===== src/verilog/stm_pkg.sv =====
package stm_pkg;

    // ------------------------------------------------
    // Widths
    // ------------------------------------------------
    localparam int STM_CNT_W = 10;
    localparam int STM_PER_W = 3;

    typedef logic [STM_CNT_W-1:0] stm_cnt_t;
    typedef logic [STM_PER_W-1:0] stm_per_t;

    // ------------------------------------------------
    // Operating modes
    // ------------------------------------------------
    typedef enum logic [1:0] {
        STM_MODE_CMP = 2'b00,
        STM_MODE_CAP = 2'b01,
        STM_MODE_PWM = 2'b10,
        STM_MODE_TMR = 2'b11
    } stm_mode_t;

    // ------------------------------------------------
    // Output action codes
    // ------------------------------------------------
    localparam logic [1:0] STM_IO_00 = 2'h0;
    localparam logic [1:0] STM_IO_01 = 2'h1;
    localparam logic [1:0] STM_IO_10 = 2'h2;
    localparam logic [1:0] STM_IO_11 = 2'h3;

    // ------------------------------------------------
    // Counts and reset values
    // ------------------------------------------------
    localparam int STM_PER_STEP = 128;
    localparam int STM_LOW_W = 7;
    localparam logic [STM_CNT_W:0] STM_FULL = 11'h400;
    localparam logic [STM_LOW_W-1:0] STM_LOW_ZERO = 7'h00;
    localparam stm_per_t STM_PER_ZERO = 3'h0;
    localparam stm_cnt_t STM_CNT_RST = 10'h000;
    localparam stm_cnt_t STM_COMPARE_A_VALUE_RST = 10'h000;
    localparam logic STM_FLAG_RST = 1'b0;
    localparam logic STM_ON_RST = 1'b0;
    localparam logic STM_PIN_RST = 1'b0;

endpackage


===== src/verilog/stm_timer.sv =====
`timescale 1ns/10ps
// Overview of operation
// - Mode 00: clear on P or overflow, both flags
// - Clear select high: clear on A, A flag only
// - Compare mode: pin changes only on A match or counter_on rise
// - A match: none, low, high, or toggle
// - Counter_on rise restores pin initial level
// - Mode 11: like compare, pin not driven
// - PWM: clear select ignored, swap picks period
// - PWM: A and P matches raise flags
// - PWM: polarity, force or wave, invert
// - Swap 0: period 128 times code, duty A
// - Duty at or above period: fully active
// - Swap 1: period from A, duty from P
// - PWM counting continues while output forced
// - Single pulse: ext edge sets counter_on
// - Pulse ends on clear or A match
// - Single pulse: counter zeroed only on rise
// - Capture: pin edge copies counter, flags
// - Capture: free run, P match clears, flags
// - Capture with action 11: no capture
// - Capture sees pin edges even as outputs
// - On rise zero counter; fall holds count
// - Capture edge: rise, fall, both, off
// - PWM action: inactive, active, wave, pulse
// - Initial level: initial or active polarity
module stm_timer (
    input wire logic mclk,
    input wire logic rst_n,
    input wire logic timer_tick,
    input wire stm_pkg::stm_mode_t mode_select,
    input wire logic [1:0] output_action,
    input wire logic initial_level,
    input wire logic output_invert,
    input wire logic period_duty_swap,
    input wire logic clear_select,
    input wire stm_pkg::stm_per_t period_bits,
    input wire logic counter_on_wr,
    input wire logic counter_on_wdata,
    input wire logic compare_a_wr,
    input wire stm_pkg::stm_cnt_t compare_a_wdata,
    input wire logic ext_clock_pin,
    input wire logic ext_edge_falling,
    input wire logic timer_pin_zero_in,
    input wire logic timer_pin_one_in,
    input wire logic match_a_clr,
    input wire logic match_p_clr,
    output logic counter_on,
    output stm_pkg::stm_cnt_t count_value,
    output stm_pkg::stm_cnt_t compare_a_value,
    output logic match_a_flag,
    output logic match_p_flag,
    output logic timer_pin_zero_out,
    output logic timer_pin_zero_oe,
    output logic timer_pin_one_out,
    output logic timer_pin_one_oe
);
    import stm_pkg::*;

    // ------------------------------------------------
    // State
    // ------------------------------------------------
    logic on_r;
    logic on_nxt;
    logic on_prev_r;
    stm_cnt_t cnt_r;
    stm_cnt_t cnt_nxt;
    stm_cnt_t compare_a_value_r;
    stm_cnt_t compare_a_value_nxt;
    logic fa_r;
    logic fa_nxt;
    logic fp_r;
    logic fp_nxt;
    logic cmp_lvl_r;
    logic cmp_lvl_nxt;
    logic pin_r;
    logic pin_nxt;
    logic oe_r;
    logic oe_nxt;
    logic ext_prev_r;
    logic tp0_prev_r;
    logic tp1_prev_r;

    // ------------------------------------------------
    // Mode decode
    // ------------------------------------------------
    wire m_cmp = (mode_select == STM_MODE_CMP);
    wire m_tmr = (mode_select == STM_MODE_TMR);
    wire m_cap = (mode_select == STM_MODE_CAP);
    wire m_pwm_any = (mode_select == STM_MODE_PWM);
    wire m_spm = m_pwm_any && (output_action == STM_IO_11);
    wire m_pwm = m_pwm_any && !m_spm;
    wire m_cmp_like = m_cmp || m_tmr;

    // ------------------------------------------------
    // Counter step and comparators
    // ------------------------------------------------
    wire on_rise = on_r && !on_prev_r;
    wire step = on_r && !on_rise && timer_tick;
    wire [STM_CNT_W:0] cnt_inc = {1'b0, cnt_r} + 11'h001;
    wire per_zero = (period_bits == STM_PER_ZERO);
    wire p_top_hit = (cnt_inc[STM_CNT_W-1:STM_LOW_W] == period_bits) &&
                     (cnt_inc[STM_LOW_W-1:0] == STM_LOW_ZERO) &&
                     !cnt_inc[STM_CNT_W];
    wire p_full_hit = per_zero && (cnt_inc == STM_FULL);
    // Comparator P: counter top bits reach code, code 0 is overflow
    wire p_hit = step && (p_top_hit || p_full_hit);
    wire a_hit_raw = ({1'b0, compare_a_value_r} == cnt_inc);
    // Compare A of zero means full span in PWM mode, with or without swap
    wire a_full = (compare_a_value_r == STM_COMPARE_A_VALUE_RST) && (cnt_inc == STM_FULL);
    wire a_hit = step && (a_hit_raw || (m_pwm && a_full));

    // ------------------------------------------------
    // Counter clear selection
    // ------------------------------------------------
    wire clr_cmp = clear_select ? a_hit : p_hit;
    wire clr_pwm = period_duty_swap ? a_hit : p_hit;
    wire cnt_clr = (m_cmp_like && clr_cmp) ||
                   (m_pwm && clr_pwm) ||
                   (m_cap && p_hit);

    // ------------------------------------------------
    // Flag events
    // ------------------------------------------------
    wire cap_rise0 = timer_pin_zero_in && !tp0_prev_r;
    wire cap_fall0 = !timer_pin_zero_in && tp0_prev_r;
    wire cap_rise1 = timer_pin_one_in && !tp1_prev_r;
    wire cap_fall1 = !timer_pin_one_in && tp1_prev_r;
    wire any_rise = cap_rise0 || cap_rise1;
    wire any_fall = cap_fall0 || cap_fall1;
    logic cap_sel;
    always_comb begin
        case (output_action)
            STM_IO_00: cap_sel = any_rise;
            STM_IO_01: cap_sel = any_fall;
            STM_IO_10: cap_sel = any_rise || any_fall;
            STM_IO_11: cap_sel = 1'b0;
            default: cap_sel = 1'b0;
        endcase
    end
    // Pin edges are seen even while the pin drives out
    wire cap_ev = m_cap && on_r && cap_sel;

    wire set_a = (m_cmp_like && a_hit) ||
                 (m_pwm && a_hit) ||
                 (m_spm && a_hit) ||
                 cap_ev;
    wire set_p = (m_cmp_like && !clear_select && p_hit) ||
                 (m_pwm && p_hit) ||
                 (m_cap && p_hit);

    // ------------------------------------------------
    // Single pulse trigger
    // ------------------------------------------------
    wire ext_rise = ext_clock_pin && !ext_prev_r;
    wire ext_fall = !ext_clock_pin && ext_prev_r;
    wire ext_act = ext_edge_falling ? ext_fall : ext_rise;
    wire spm_set = m_spm && ext_act;
    wire spm_end = m_spm && a_hit;

    // ------------------------------------------------
    // PWM duty
    // ------------------------------------------------
    wire [STM_CNT_W:0] per_duty = per_zero ? STM_FULL :
        {1'b0, period_bits, STM_LOW_ZERO};
    // Duty from compare A, or from period code when swapped
    wire [STM_CNT_W:0] duty_val = period_duty_swap ?
        per_duty : {1'b0, compare_a_value_r};
    // Count below duty is active; duty >= period stays active
    wire pwm_act = ({1'b0, cnt_r} < duty_val);

    // ------------------------------------------------
    // Active state chosen by output action
    // ------------------------------------------------
    logic act_sel;
    always_comb begin
        case (output_action)
            STM_IO_00: act_sel = 1'b0;
            STM_IO_01: act_sel = 1'b1;
            STM_IO_10: act_sel = pwm_act;
            STM_IO_11: act_sel = on_nxt;
            default: act_sel = 1'b0;
        endcase
    end
    // Initial level gives active polarity in PWM use
    wire pwm_lvl = initial_level ? act_sel : !act_sel;

    // ------------------------------------------------
    // Compare match pin action
    // ------------------------------------------------
    logic cmp_act;
    always_comb begin
        case (output_action)
            STM_IO_00: cmp_act = cmp_lvl_r;
            STM_IO_01: cmp_act = 1'b0;
            STM_IO_10: cmp_act = 1'b1;
            STM_IO_11: cmp_act = !cmp_lvl_r;
            default: cmp_act = cmp_lvl_r;
        endcase
    end

    // ------------------------------------------------
    // Next state
    // ------------------------------------------------
    always_comb begin
        on_nxt = on_r;
        if (counter_on_wr) begin
            on_nxt = counter_on_wdata;
        end
        if (spm_set) begin
            on_nxt = 1'b1;
        end
        if (spm_end && !spm_set) begin
            on_nxt = 1'b0;
        end
    end

    always_comb begin
        cnt_nxt = cnt_r;
        if (on_rise) begin
            cnt_nxt = STM_CNT_RST;
        end else if (step) begin
            if (cnt_clr) begin
                cnt_nxt = STM_CNT_RST;
            end else begin
                cnt_nxt = cnt_inc[STM_CNT_W-1:0];
            end
        end
    end

    always_comb begin
        compare_a_value_nxt = compare_a_value_r;
        if (compare_a_wr) begin
            compare_a_value_nxt = compare_a_wdata;
        end
        if (cap_ev) begin
            compare_a_value_nxt = cnt_r;
        end
    end

    // Set wins over a clear in the same cycle
    assign fa_nxt = set_a || (fa_r && !match_a_clr);
    assign fp_nxt = set_p || (fp_r && !match_p_clr);

    always_comb begin
        cmp_lvl_nxt = cmp_lvl_r;
        if (m_cmp && on_rise) begin
            cmp_lvl_nxt = initial_level;
        end else if (m_cmp && a_hit) begin
            cmp_lvl_nxt = cmp_act;
        end
    end

    always_comb begin
        pin_nxt = STM_PIN_RST;
        oe_nxt = 1'b0;
        if (m_cmp) begin
            pin_nxt = cmp_lvl_nxt ^ output_invert;
            oe_nxt = 1'b1;
        end else if (m_pwm_any) begin
            pin_nxt = pwm_lvl ^ output_invert;
            oe_nxt = 1'b1;
        end
    end

    // ------------------------------------------------
    // Registers
    // ------------------------------------------------
    always_ff @(posedge mclk or negedge rst_n) begin
        if (!rst_n) begin
            on_r <= STM_ON_RST;
            on_prev_r <= STM_ON_RST;
            cnt_r <= STM_CNT_RST;
            compare_a_value_r <= STM_COMPARE_A_VALUE_RST;
        end else begin
            on_r <= on_nxt;
            on_prev_r <= on_r;
            cnt_r <= cnt_nxt;
            compare_a_value_r <= compare_a_value_nxt;
        end
    end

    always_ff @(posedge mclk or negedge rst_n) begin
        if (!rst_n) begin
            fa_r <= STM_FLAG_RST;
            fp_r <= STM_FLAG_RST;
            cmp_lvl_r <= STM_PIN_RST;
            pin_r <= STM_PIN_RST;
            oe_r <= 1'b0;
        end else begin
            fa_r <= fa_nxt;
            fp_r <= fp_nxt;
            cmp_lvl_r <= cmp_lvl_nxt;
            pin_r <= pin_nxt;
            oe_r <= oe_nxt;
        end
    end

    always_ff @(posedge mclk or negedge rst_n) begin
        if (!rst_n) begin
            ext_prev_r <= 1'b0;
            tp0_prev_r <= 1'b0;
            tp1_prev_r <= 1'b0;
        end else begin
            ext_prev_r <= ext_clock_pin;
            tp0_prev_r <= timer_pin_zero_in;
            tp1_prev_r <= timer_pin_one_in;
        end
    end

    // ------------------------------------------------
    // Outputs
    // ------------------------------------------------
    assign counter_on = on_r;
    assign count_value = cnt_r;
    assign compare_a_value = compare_a_value_r;
    assign match_a_flag = fa_r;
    assign match_p_flag = fp_r;
    assign timer_pin_zero_out = pin_r;
    assign timer_pin_zero_oe = oe_r;
    assign timer_pin_one_out = pin_r;
    assign timer_pin_one_oe = oe_r;

endmodule


===== config.mk =====
export PLATFORM = sky130hd
export DESIGN_NAME = stm_timer
export DESIGN_NICKNAME = d
export VERILOG_FILES = /design/src/verilog/stm_pkg.sv /design/src/verilog/stm_timer.sv
export SDC_FILE = /design/constraint.sdc
export NUM_CORES = 1
export LEC_CHECK = 0
export BUFFER_PORTS_ARGS = -buffer_cell sky130_fd_sc_hd__buf_2
export CAP_MARGIN = 20
export CELL_PAD_IN_SITES_DETAIL_PLACEMENT = 0
export CELL_PAD_IN_SITES_GLOBAL_PLACEMENT = 1
export CORE_AREA = 2 2 75 84
export CTS_CLUSTER_SIZE = 20
export DETAILED_ROUTE_END_ITERATION = 6
export DIE_AREA = 0 0 77 86
export GPL_ROUTABILITY_DRIVEN = 0
export GPL_TIMING_DRIVEN = 0
export PLACE_DENSITY = 0.91
export SYNTH_ARGS = -nofsm -noshare
export SYNTH_HDL_FRONTEND = slang
export SYNTH_SLANG_ARGS = --single-unit

===== constraint.sdc =====
create_clock -name mclk -period 4.25 [get_ports mclk]
set_input_delay 0.2125 -clock mclk [delete_from_list [all_inputs] [get_ports mclk]]
set_output_delay 0.2125 -clock mclk [all_outputs]
set_load 0.03 [all_outputs]

==> results of run 1 <==
==> placed cells by master, fill, tap and decap left out, types with 2 or more instances in the layout <==
cell type	count
buf_2	62
dfrtp_1	30
a21oi_1	27
nand2_1	20
nor2_1	20
mux2i_1	16
inv_1	14
nand3_1	14
ha_1	14
xnor2_1	12
o21ai_0	10
clkbuf_1	8
nor3_1	7
and3_1	6
buf_4	5
a31oi_1	5
clkbuf_8	5
nand2b_1	4
xor2_1	4
o22ai_1	4
a22o_1	4
nand3b_1	3
nor2b_1	3
nor4_1	3
nand4_1	3
or3_1	3
a21o_1	3
a221o_1	3
o21ai_1	3
o2111ai_1	2
nand3_2	2
o221ai_1	2
and2_1	2
o211ai_1	2
a22oi_1	2
==> layout make-up <==
| class | count | share of cell area |
|---|---|---|
| buffer | 19 | 0.0334 |
| timing repair buffer | 57 | 0.0993 |
| tap | 77 | 0.0329 |
| clock buffer | 6 | 0.0248 |
| inverter | 14 | 0.0180 |
| clock inverter | 2 | 0.0128 |
| sequential | 30 | 0.257 |
| multi-input combinational | 223 | 0.522 |
==> cell families (layout without fill, tap and decap cells) <==
group / after synthesis / count (layout) / share of synthesized area
AO/OA/AOI/OAI: 77 / 77 / 0.210
flip-flops: 30 / 30 / 0.309
adder cells (fa/ha/maj): 14 / 14 / 0.0722
buffers and inverters: 33 / 98 / 0.0619
XOR/XNOR: 16 / 16 / 0.0577
AND/OR/NAND/NOR: 100 / 100 / 0.223
multiplexers: 16 / 16 / 0.0660
==> power groups by stage <==
stage | clock (mW) | combinational (mW) | sequential (mW)
final | 0.290 | 0.334 | 0.370
after CTS | 0.291 | 0.334 | 0.367
after global routing | 0.310 | 0.366 | 0.373
after detailed placement | 0 | 0.331 | 0.373
after global placement | 0 | 0.327 | 0.372
after floorplan | 0 | 0.185 | 0.411
==> flip-flops by register name, indices dropped and copies added, names as in the netlist <==
| name | count |
|---|---|
| cmp_lvl_r | 1 |
| compare_a_value | 10 |
| count_value | 10 |
| counter_on | 1 |
| ext_prev_r | 1 |
| match_a_flag | 1 |
| match_p_flag | 1 |
| on_prev_r | 1 |
| timer_pin_one_oe | 1 |
| timer_pin_one_out | 1 |
| tp0_prev_r | 1 |
| tp1_prev_r | 1 |
==> repair_timing <==
action | 4_1_cts | 5_1_grt
hold endpoints to repair | 30 | 0
endpoints found under the setup margin | 0 | 0
hold buffers | 1 | 0
==> critical path: stages, from the launching register on <==
cell	delay (ns)
dfrtp_1	0.53
ha_1	0.32
and2_1	0.15
clkbuf_1	0.29
nand3_1	0.12
a221o_1	0.34
a2111oi_2	0.39
a21oi_1	0.13
o21ai_1	0.19
a21oi_1	0.14
buf_2	0.26
a21oi_1	0.16
a31oi_1	0.06
==> final timing paths <==
check                                                   to
min in group asynchronous             ext_prev_r$_DFF_PN0_
max in group asynchronous       count_value[9]$_DFFE_PN0P_
worst min-delay path                  ext_prev_r$_DFF_PN0_
worst max-delay path            count_value[9]$_DFFE_PN0P_
worst max register to register  count_value[9]$_DFFE_PN0P_
worst min register to register      match_a_flag$_DFF_PN0_
==> layer usage <==
metal  global-route usage  share of wire  vias to the layer above
li1                     -              -                     1177
met1                0.304           0.46                     1126
met2                0.326           0.47                      100
met3               0.0316          0.065                       10
met4               0.0682          0.013                        0
met5                    0              0                        -
==> stage by stage <==
stage | area (um2) | power (mW) | setup WS, ns
final | 2920 | 0.993 | 1.01
after global routing | 2920 | 1.05 | 0.866
after CTS | 2920 | 0.992 | 1.07
after detailed placement | 2800 | 0.703 | 1.08
after global placement | 2800 | 0.699 | 1.08
after floorplan | 2430 | 0.596 | 1.38
==> implementation parameters, run 1 <==
Parameter                              Value

Worst setup path
  Depth of the most critical reg-to-reg path    12
  Crit path DAT    3.38 ns
  Required time of the critical path    4.39 ns
  Crit start category    flip-flop
  Category of the most critical setup path    flip-flop to flip-flop
  Launch instance of the worst register-to-register path    count_value[1]$_DFFE_PN0P_
  Crit end category    flip-flop
  CP startpoint    count_value[1]$_DFFE_PN0P_
  Top fanout value on the critical path    10
  Register-to-register path setup slack    1.01 ns

Routing
  Via-per-instance ratio    5.64
  Violation count after the first detailed-route iteration    189
  Routed wire per std cell    15.8 um
  Number of remaining DRC errors    0
  Pre-antenna DRT Iters    5
  ANT nets after route    0
  Routed wire length    6760 um
  Via count of the routed design    2413

Floorplanning
  Placeable core area    0.00573 mm2
  Boundary Pins    60
  Initial standard-cell utilization of the core    0.423
  Die H    86 um
  Die ar.    0.00662 mm2
  Chip width    77 um
  Count of standard-cell rows    29

Finish
  Nets@finish    397
  Storage cell area    751 um2
  Count of fill cells added during filler insertion    578
  Area of the multi-input gates    0.00153 mm2
  Share of cells above drive strength 1    0.239
  Synthesis-to-finish area growth    20.5%
  Diodes inserted    0
  Final core utilization    0.510
  Number of cells in the finished layout apart from fillers    428

STA
  Hold violation total from the final report    0
  Clock skew    0.00416 ns
  Time the worst path needs with I/O delays and setup    3.24 ns
  Slew at the pin closest to its max-slew limit    0.687 ns
  Fmax achieved    0.308 GHz
  Setup violations, final    0
  Worst hold slack across all endpoints    0.0540 ns
  Setup TNS after final layout    0 ns
  Final Cycle Share    0.763
  Unrepaired setup endpoints after global routing    false
  Final count of pins violating max slew    0
  Worst slew slack as a fraction of its limit    0.542

Global routing
  Total gr overflow    0
  Pin count of the biggest net entering global routing    31
  Overall fraction of global-route tracks in use    0.211
  Number of antenna violations at the first check in global routing    0
  Via count of the first global-routing pass    2258
  First-pass GRT wire length    11300 um

Logic synthesis
  Post-synthesis async set-or-reset flop share    1.00
  Yosys warnings    0
  Post-synthesis net count    333
  Count of different cell masters after synthesis    55
  Commonest cells in the netlist    dfrtp_1, a21oi_1, nand2_1, nor2_1, mux2i_1
  Most frequent cell after synthesis    dfrtp_1
  Top_reg_cell synth    dfrtp_1
  Seq cells post-synth    30
  Netlist Area Pre-Place    0.00243 mm2
  Top post-synthesis cells by area    dfrtp_1, ha_1, mux2i_1
  Synthesized area divided by synthesized cell count    8.49 um2
  Area leader, netlist    dfrtp_1
  Count of flip-flops with a built-in enable after synthesis    0
  Part of the Yosys area used for sequential elements    0.309
  Proportion of netlist area held by the largest area contributor    0.309
  Count of mapped cells out of synthesis    286

Power
  Relative contribution of the clock network to total power    0.292
  Share of total power in sequential cells    0.372
  Power Internal    0.622 mW
  Switching power    0.372 mW
  Ratio of total power to cell area    340 mW/mm2
  Static Leakage    1.41 nW
  Switch share    0.374
  Fraction of power consumed by combinational cells    0.336
  Max VDD drop    0.241 mV

Clock tree
  TritonCTS Buffers    5
  CTS tree    built
  Number of H-tree branching levels    2
  Clk_lat worst skew    0.29 ns
  Number of resized instances in the post-cts repair step    0
  Clock root buffer master    clkbuf_8
  Deepest clock path buffer count    2
  Number of clock sinks    30
  CTS clk-pin slew, worst paths    0.07 ns
  # Post-CTS Setup Buffers    0

Worst hold path
  Min-delay src    ext_clock_pin
  Worst min path class    input port to flip-flop
  Number of instances on the worst hold path    1

Place
  Total of buffers placed on input and output ports    56
  Total instance count after detailed placement    419
  DP HPWL    5040 um

Flow run
  Max-cap viol count    0

Outcome
  Run status    finished clean
No activity file was read; power rests on OpenSTA's default activity.
==> run 2: changes to the inputs <==
CORE_AREA = 2 2 78 87   (was 2 2 75 84)
DIE_AREA = 0 0 80 89   (was 0 0 77 86)
PLACE_DENSITY = 0.85   (was 0.91)
clock period = 3.35 ns   (was 4.25 ns; I/O delays follow)
==> implementation parameters, run 2 (same netlist as run 1, synthesis figures left out) <==
Parameter                              Value

Finish
  Most used cells in the layout excluding fill and tap cells    buf_2, dfrtp_1, a21oi_1, nand2_1, nor2_1
  Storage cell area    752 um2 (+0.17%)
  Synthesis-to-finish area growth    20.1%
  Commonest non-fill, non-tap cell in the layout    buf_2
  Area of the multi-input gates    0.00153 mm2 (unchanged)
  Count of fill cells added during filler insertion    624 (+8.0%)
  Diodes inserted    0 (unchanged)
  Final core utilization    0.473 (-0.0367)
  Share of cells above drive strength 1    0.245 (+0.00570)
  Number of cells in the finished layout apart from fillers    431 (+0.70%)
  Nets@finish    397 (unchanged)
  Final instance area    0.00291 mm2 (-0.34%)

Worst setup path
  Crit path DAT    3.23 ns (-0.15 ns)
  Largest delay share family, worst path    compound AO/OA/AOI/OAI gates
  Critical Path Stages    12 (unchanged)
  Top fanout value on the critical path    10 (unchanged)
  Critical path endpoint    count_value[9]$_DFFE_PN0P_
  Register-to-register path setup slack    0.26 ns (-0.75 ns)
  Required time of the critical path    3.49 ns (-0.90 ns)
  Crit Reg-Reg Endpoint    count_value[9]$_DFFE_PN0P_
  Crit start category    flip-flop
  Slowest cell delay on critical path    0.47 ns (-0.06 ns)
  Worst Path Buf+Inv    2 (unchanged)
  Ordered cell list for the critical path    ha_1, and2_1, clkbuf_1, nand3_1, a221o_1, a2111oi_2, a21oi_1, o21ai_1, a21oi_1, buf_2, a21oi_1, a31oi_1
  Cell repeated most along the worst path    a21oi_1
  Depth of the most critical reg-to-reg path    12 (unchanged)
  Crit end category    flip-flop
  Launch instance of the worst register-to-register path    count_value[1]$_DFFE_PN0P_
  Category of the most critical setup path    flip-flop to flip-flop
  CP startpoint    count_value[1]$_DFFE_PN0P_
  Cell with the biggest individual delay on the critical path    dfrtp_2

Global routing
  GRT met1 Usage    0.283 (-0.0203)
  GRT busiest layer    met2
  Total gr overflow    0 (unchanged)
  First-pass GRT wire length    11000 um (-2.1%)
  Number of antenna violations at the first check in global routing    0 (unchanged)
  Via count of the first global-routing pass    2094 (-7.3%)
  Met2 usage in global routing    0.317 (-0.00949)
  Pin count of the biggest net entering global routing    31 (unchanged)
  Met3 Resource Use GR    0.0333 (+0.00175)
  Overall fraction of global-route tracks in use    0.202 (-0.00878)

Floorplanning
  Boundary Pins    60 (unchanged)
  Count of standard-cell rows    30 (+3.4%)
  Initial standard-cell utilization of the core    0.394 (-0.0291)
  Chip width    80 um (+3.9%)
  Placeable core area    0.00616 mm2 (+7.4%)
  Die ar.    0.00712 mm2 (+7.5%)
  Die H    89 um (+3.5%)

Routing
  Pre-antenna DRT Iters    5 (unchanged)
  Routed wire per std cell    16.2 um (+2.7%)
  Via-per-instance ratio    5.58 (-0.94%)
  Number of remaining DRC errors    0 (unchanged)
  Routed wire length    6990 um (+3.4%)
  Via count of the routed design    2407 (-0.25%)
  Violation count after the first detailed-route iteration    158 (-16%)
  ANT nets after route    0 (unchanged)

Place
  Total of buffers placed on input and output ports    56 (unchanged)
  Dpl cell area    0.00281 mm2 (+0.13%)
  Total instance count after detailed placement    422 (+0.72%)
  DP HPWL    5290 um (+4.9%)

STA
  Hold violation total from the final report    0 (unchanged)
  Clock skew    0.00576 ns (+0.00160 ns)
  Setup violations, final    0 (unchanged)
  Worst slew slack as a fraction of its limit    0.532 (-0.00952)
  Worst hold slack across all endpoints    0.0175 ns (-0.0365 ns)
  Final Cycle Share    0.922 (+0.160)
  Unrepaired setup endpoints after global routing    false
  Final count of pins violating max slew    0 (unchanged)
  Setup TNS after final layout    0 ns (unchanged)
  Time the worst path needs with I/O delays and setup    3.09 ns (-0.152 ns)
  Fmax achieved    0.324 GHz (+4.9%)
  Slew at the pin closest to its max-slew limit    0.701 ns (+0.0143 ns)

Clock tree
  Deepest clock path buffer count    2 (unchanged)
  CTS tree    built
  TritonCTS Buffers    5 (unchanged)
  Clock root buffer master    clkbuf_8
  Clk_lat worst skew    0.28 ns (about the same)
  Number of clock sinks    30 (unchanged)
  # Post-CTS Setup Buffers    0 (unchanged)
  Number of H-tree branching levels    2 (unchanged)
  CTS clk-pin slew, worst paths    0.07 ns (about the same)

Power
  Ratio of total power to cell area    413 mW/mm2 (+22%)
  Static Leakage    1.40 nW (-0.41%)
  Max VDD drop    0.304 mV (+26%)

Worst hold path
  Worst min path class    input port to flip-flop

Outcome
  Run status    finished clean

Flow run
  Max-cap viol count    0 (unchanged)
run 2: changes by cell type in the layout (fill, tap and decap cells not counted), sizes merged:
| cell | change |
|---|---|
| clkinv | +1 |
| bufinv | -1 |
run 2: what timing repair did:
item	CTS	global route
hold buffers	1	0
hold endpoints to repair	30	0
gates resized for setup	0	1
endpoints found under the setup margin	0	6
run 2: area by class of cell:
cell class,count,area share
Inverter,14,0.0180
Buffer,19,0.0335
Clock inverter,2,0.00429
Multi-Input combinational cell,223,0.524
Tap cell,80,0.0343
Sequential cell,30,0.258
Timing Repair Buffer,57,0.0996
Clock buffer,6,0.0283
run 2: worst min-delay path by stage:
stage                        from                    to  slack [ns]  cells after the start
finish              ext_clock_pin  ext_prev_r$_DFF_PN0_        0.02                      1
floorplan                   rst_n   cmp_lvl_r$_DFF_PN0_       -0.13                      0
global route        ext_clock_pin  ext_prev_r$_DFF_PN0_        0.01                      1
CTS                 ext_clock_pin  ext_prev_r$_DFF_PN0_        0.01                      1
detailed placement          rst_n  ext_prev_r$_DFF_PN0_        0.25                      1
global placement            rst_n  ext_prev_r$_DFF_PN0_        0.25                      1
run 2: metrics by stage:
stage | total power, mW | setup WS (ns)
after floorplan | 0.756 | 0.477
after global placement | 0.889 | 0.183
after detailed placement | 0.896 | 0.177
after CTS | 1.21 | 0.143
after global routing | 1.28 | 0.0216
final | 1.20 | 0.260
run 2: where the power goes:
| part | leakage (nW) | switching (mW) | internal (mW) |
|---|---|---|---|
| combinational | 0.975 | 0.258 | 0.168 |
| sequential | 0.377 | 0.0696 | 0.401 |
| clock | 0.0472 | 0.144 | 0.165 |
| total | 1.40 | 0.471 | 0.733 |
run 2: layer usage:
metal,vias up,routed length (um)
li1,1176,-
met1,1137,3110
met2,83,3290
met3,11,447
met4,0,133
met5,-,0
==> run 3: changes to the inputs <==
CORE_AREA = 2 2 83 93   (was 2 2 78 87)
DIE_AREA = 0 0 85 95   (was 0 0 80 89)
PLACE_DENSITY = 0.77   (was 0.85)
==> implementation parameters, run 3 (same netlist as run 1, synthesis figures left out) <==
Parameter                              Value

Outcome
  Run status    finished clean

Worst setup path
  Crit end category    flip-flop
  Crit start category    flip-flop
  Required time of the critical path    3.50 ns (about the same)
  Category of the most critical setup path    flip-flop to flip-flop
  Crit path DAT    3.27 ns (+0.04 ns)
  Top fanout value on the critical path    10 (unchanged)
  Depth of the most critical reg-to-reg path    12 (unchanged)

Flow run
  Max-cap viol count    0 (unchanged)

Place
  DP HPWL    5470 um (+3.5%)
  Post-placement worst setup slack    0.179 ns (+0.00269 ns)
  Total of buffers placed on input and output ports    56 (unchanged)

Floorplanning
  Initial standard-cell utilization of the core    0.336 (-0.0584)
  Chip width    85 um (+6.3%)
  Count of standard-cell rows    33 (+10%)
  Placeable core area    0.00723 mm2 (+17%)
  Boundary Pins    60 (unchanged)
  Die ar.    0.00808 mm2 (+13%)
  Die H    95 um (+6.7%)

STA
  Hold violation total from the final report    0 (unchanged)
  Fmax achieved    0.321 GHz (-0.95%)
  Worst hold slack across all endpoints    0.0187 ns (+0.00120 ns)
  Setup TNS after final layout    0 ns (unchanged)
  Final Cycle Share    0.931 (+0.00885)
  Worst slew slack as a fraction of its limit    0.524 (-0.00798)
  Setup violations, final    0 (unchanged)
  Unrepaired setup endpoints after global routing    false
  Slew at the pin closest to its max-slew limit    0.713 ns (+0.0120 ns)
  Clock skew    0.0140 ns (+0.00825 ns)
  Final count of pins violating max slew    0 (unchanged)
  Worst setup margin    0.230 ns (-0.0296 ns)
  Time the worst path needs with I/O delays and setup    3.12 ns (+0.0296 ns)

Power
  Total power of the final layout    1.24 mW (+3.3%)
  Max VDD drop    0.153 mV (-50%)
  Ratio of total power to cell area    424 mW/mm2 (+2.5%)
  Relative contribution of the clock network to total power    0.282 (+0.026)
  Switching power    0.468 mW (-0.65%)
  Switch share    0.376 (-0.0149)
  Static Leakage    1.41 nW (+0.74%)
  Share of total power in sequential cells    0.377 (-0.013)
  Power Internal    0.776 mW (+5.8%)
  Fraction of power consumed by combinational cells    0.341 (-0.012)

Clock tree
  Clk_lat worst skew    0.29 ns (about the same)
  Number of H-tree branching levels    2 (unchanged)
  # Post-CTS Setup Buffers    0 (unchanged)
  CTS tree    built
  CTS clk-pin slew, worst paths    0.08 ns (about the same)
  Clock root buffer master    clkbuf_8
  Deepest clock path buffer count    2 (unchanged)
  Number of clock sinks    30 (unchanged)
  TritonCTS Buffers    5 (unchanged)

Global routing
  Overall fraction of global-route tracks in use    0.182 (-0.0201)
  Total gr overflow    0 (unchanged)
  First-pass GRT wire length    11600 um (+5.2%)
  Via count of the first global-routing pass    2331 (+11%)
  Number of antenna violations at the first check in global routing    0 (unchanged)
  Pin count of the biggest net entering global routing    31 (unchanged)

Routing
  ANT nets after route    0 (unchanged)
  Routed wire length    7100 um (+1.6%)
  Via count of the routed design    2378 (-1.2%)
  Violation count after the first detailed-route iteration    142 (-10%)
  Pre-antenna DRT Iters    4 (-1)
  Number of remaining DRC errors    0 (unchanged)
  Via-per-instance ratio    5.43 (-2.8%)
  Routed wire per std cell    16.2 um (about the same)

Finish
  Commonest non-fill, non-tap cell in the layout    buf_2
  Nets@finish    397 (unchanged)
  Synthesis-to-finish area growth    21.0%
  Diodes inserted    0 (unchanged)
  Most used cells in the layout excluding fill and tap cells    buf_2, dfrtp_1, a21oi_1, nand2_1, nor2_1
  Share of cells above drive strength 1    0.245 (unchanged)

Worst hold path
  Worst min path class    input port to flip-flop
  Number of instances on the worst hold path    1 (unchanged)
==> run 3: final timing paths <==
kind                                                    to                        from  slack, ns
worst max register to register  count_value[9]$_DFFE_PN0P_  count_value[1]$_DFFE_PN0P_       0.23
min in group asynchronous       count_value[5]$_DFFE_PN0P_                       rst_n       0.46
worst min register to register      match_a_flag$_DFF_PN0_      match_a_flag$_DFF_PN0_       0.51
max in group asynchronous       count_value[1]$_DFFE_PN0P_                       rst_n       2.40
worst max-delay path            count_value[9]$_DFFE_PN0P_  count_value[1]$_DFFE_PN0P_       0.23
worst min-delay path                  ext_prev_r$_DFF_PN0_               ext_clock_pin       0.02
==> run 3: what timing repair did <==
| item | in CTS | in global routing |
|---|---|---|
| endpoints found under the setup margin | 0 | 5 |
| gates resized for setup | 0 | 1 |
| endpoints found under the hold margin | 30 | 0 |
| hold buffers | 1 | 0 |
==> run 3: area by class of cell <==
type / count / area, um2
plain buffers: 19 / 97.6
flip-flops and latches: 30 / 752
inverters: 14 / 52.6
repair buffers: 57 / 290
well taps: 87 / 109
fillers: 751 / 4290
multi-input cells: 223 / 1530
clock buffers: 8 / 110
==> run 3: metrics by stage <==
| step | instance area (um2) | instances | util |
|---|---|---|---|
| finish | 2940 | 438 | 0.407 |
| global route | 2940 | 438 | 0.407 |
| CTS | 2940 | 438 | 0.406 |
| detailed placement | 2820 | 429 | 0.390 |
| global placement | 2820 | 429 | 0.390 |
| floorplan | 2430 | 286 | - |
==> run 3: power groups by stage <==
stage | registers, mW | clock network [mW] | logic (mW)
after global routing | 0.476 | 0.375 | 0.473
after global placement | 0.473 | 0 | 0.419
after detailed placement | 0.474 | 0 | 0.425
after CTS | 0.467 | 0.360 | 0.428
final | 0.469 | 0.350 | 0.425
after floorplan | 0.521 | 0 | 0.234
==> run 3: critical path: stages (launching register included) <==
cell and delay [ns]:
dfrtp_2 0.47, ha_1 0.30, and2_1 0.15, clkbuf_1 0.29, nand3_1 0.12, a221o_1 0.35, a2111oi_2 0.37, a21oi_1 0.12
o21ai_1 0.19, a21oi_1 0.14, buf_2 0.26, a21oi_1 0.16, a31oi_1 0.05
==> run 3: routing by layer <==
layer  GRT usage  vias up  wire length [um]
met5           0        -                 0
met1       0.242     1146              3290
met2       0.301       55              3370
li1            -     1169                 -
met4      0.0635        0               118
met3      0.0253        8               316
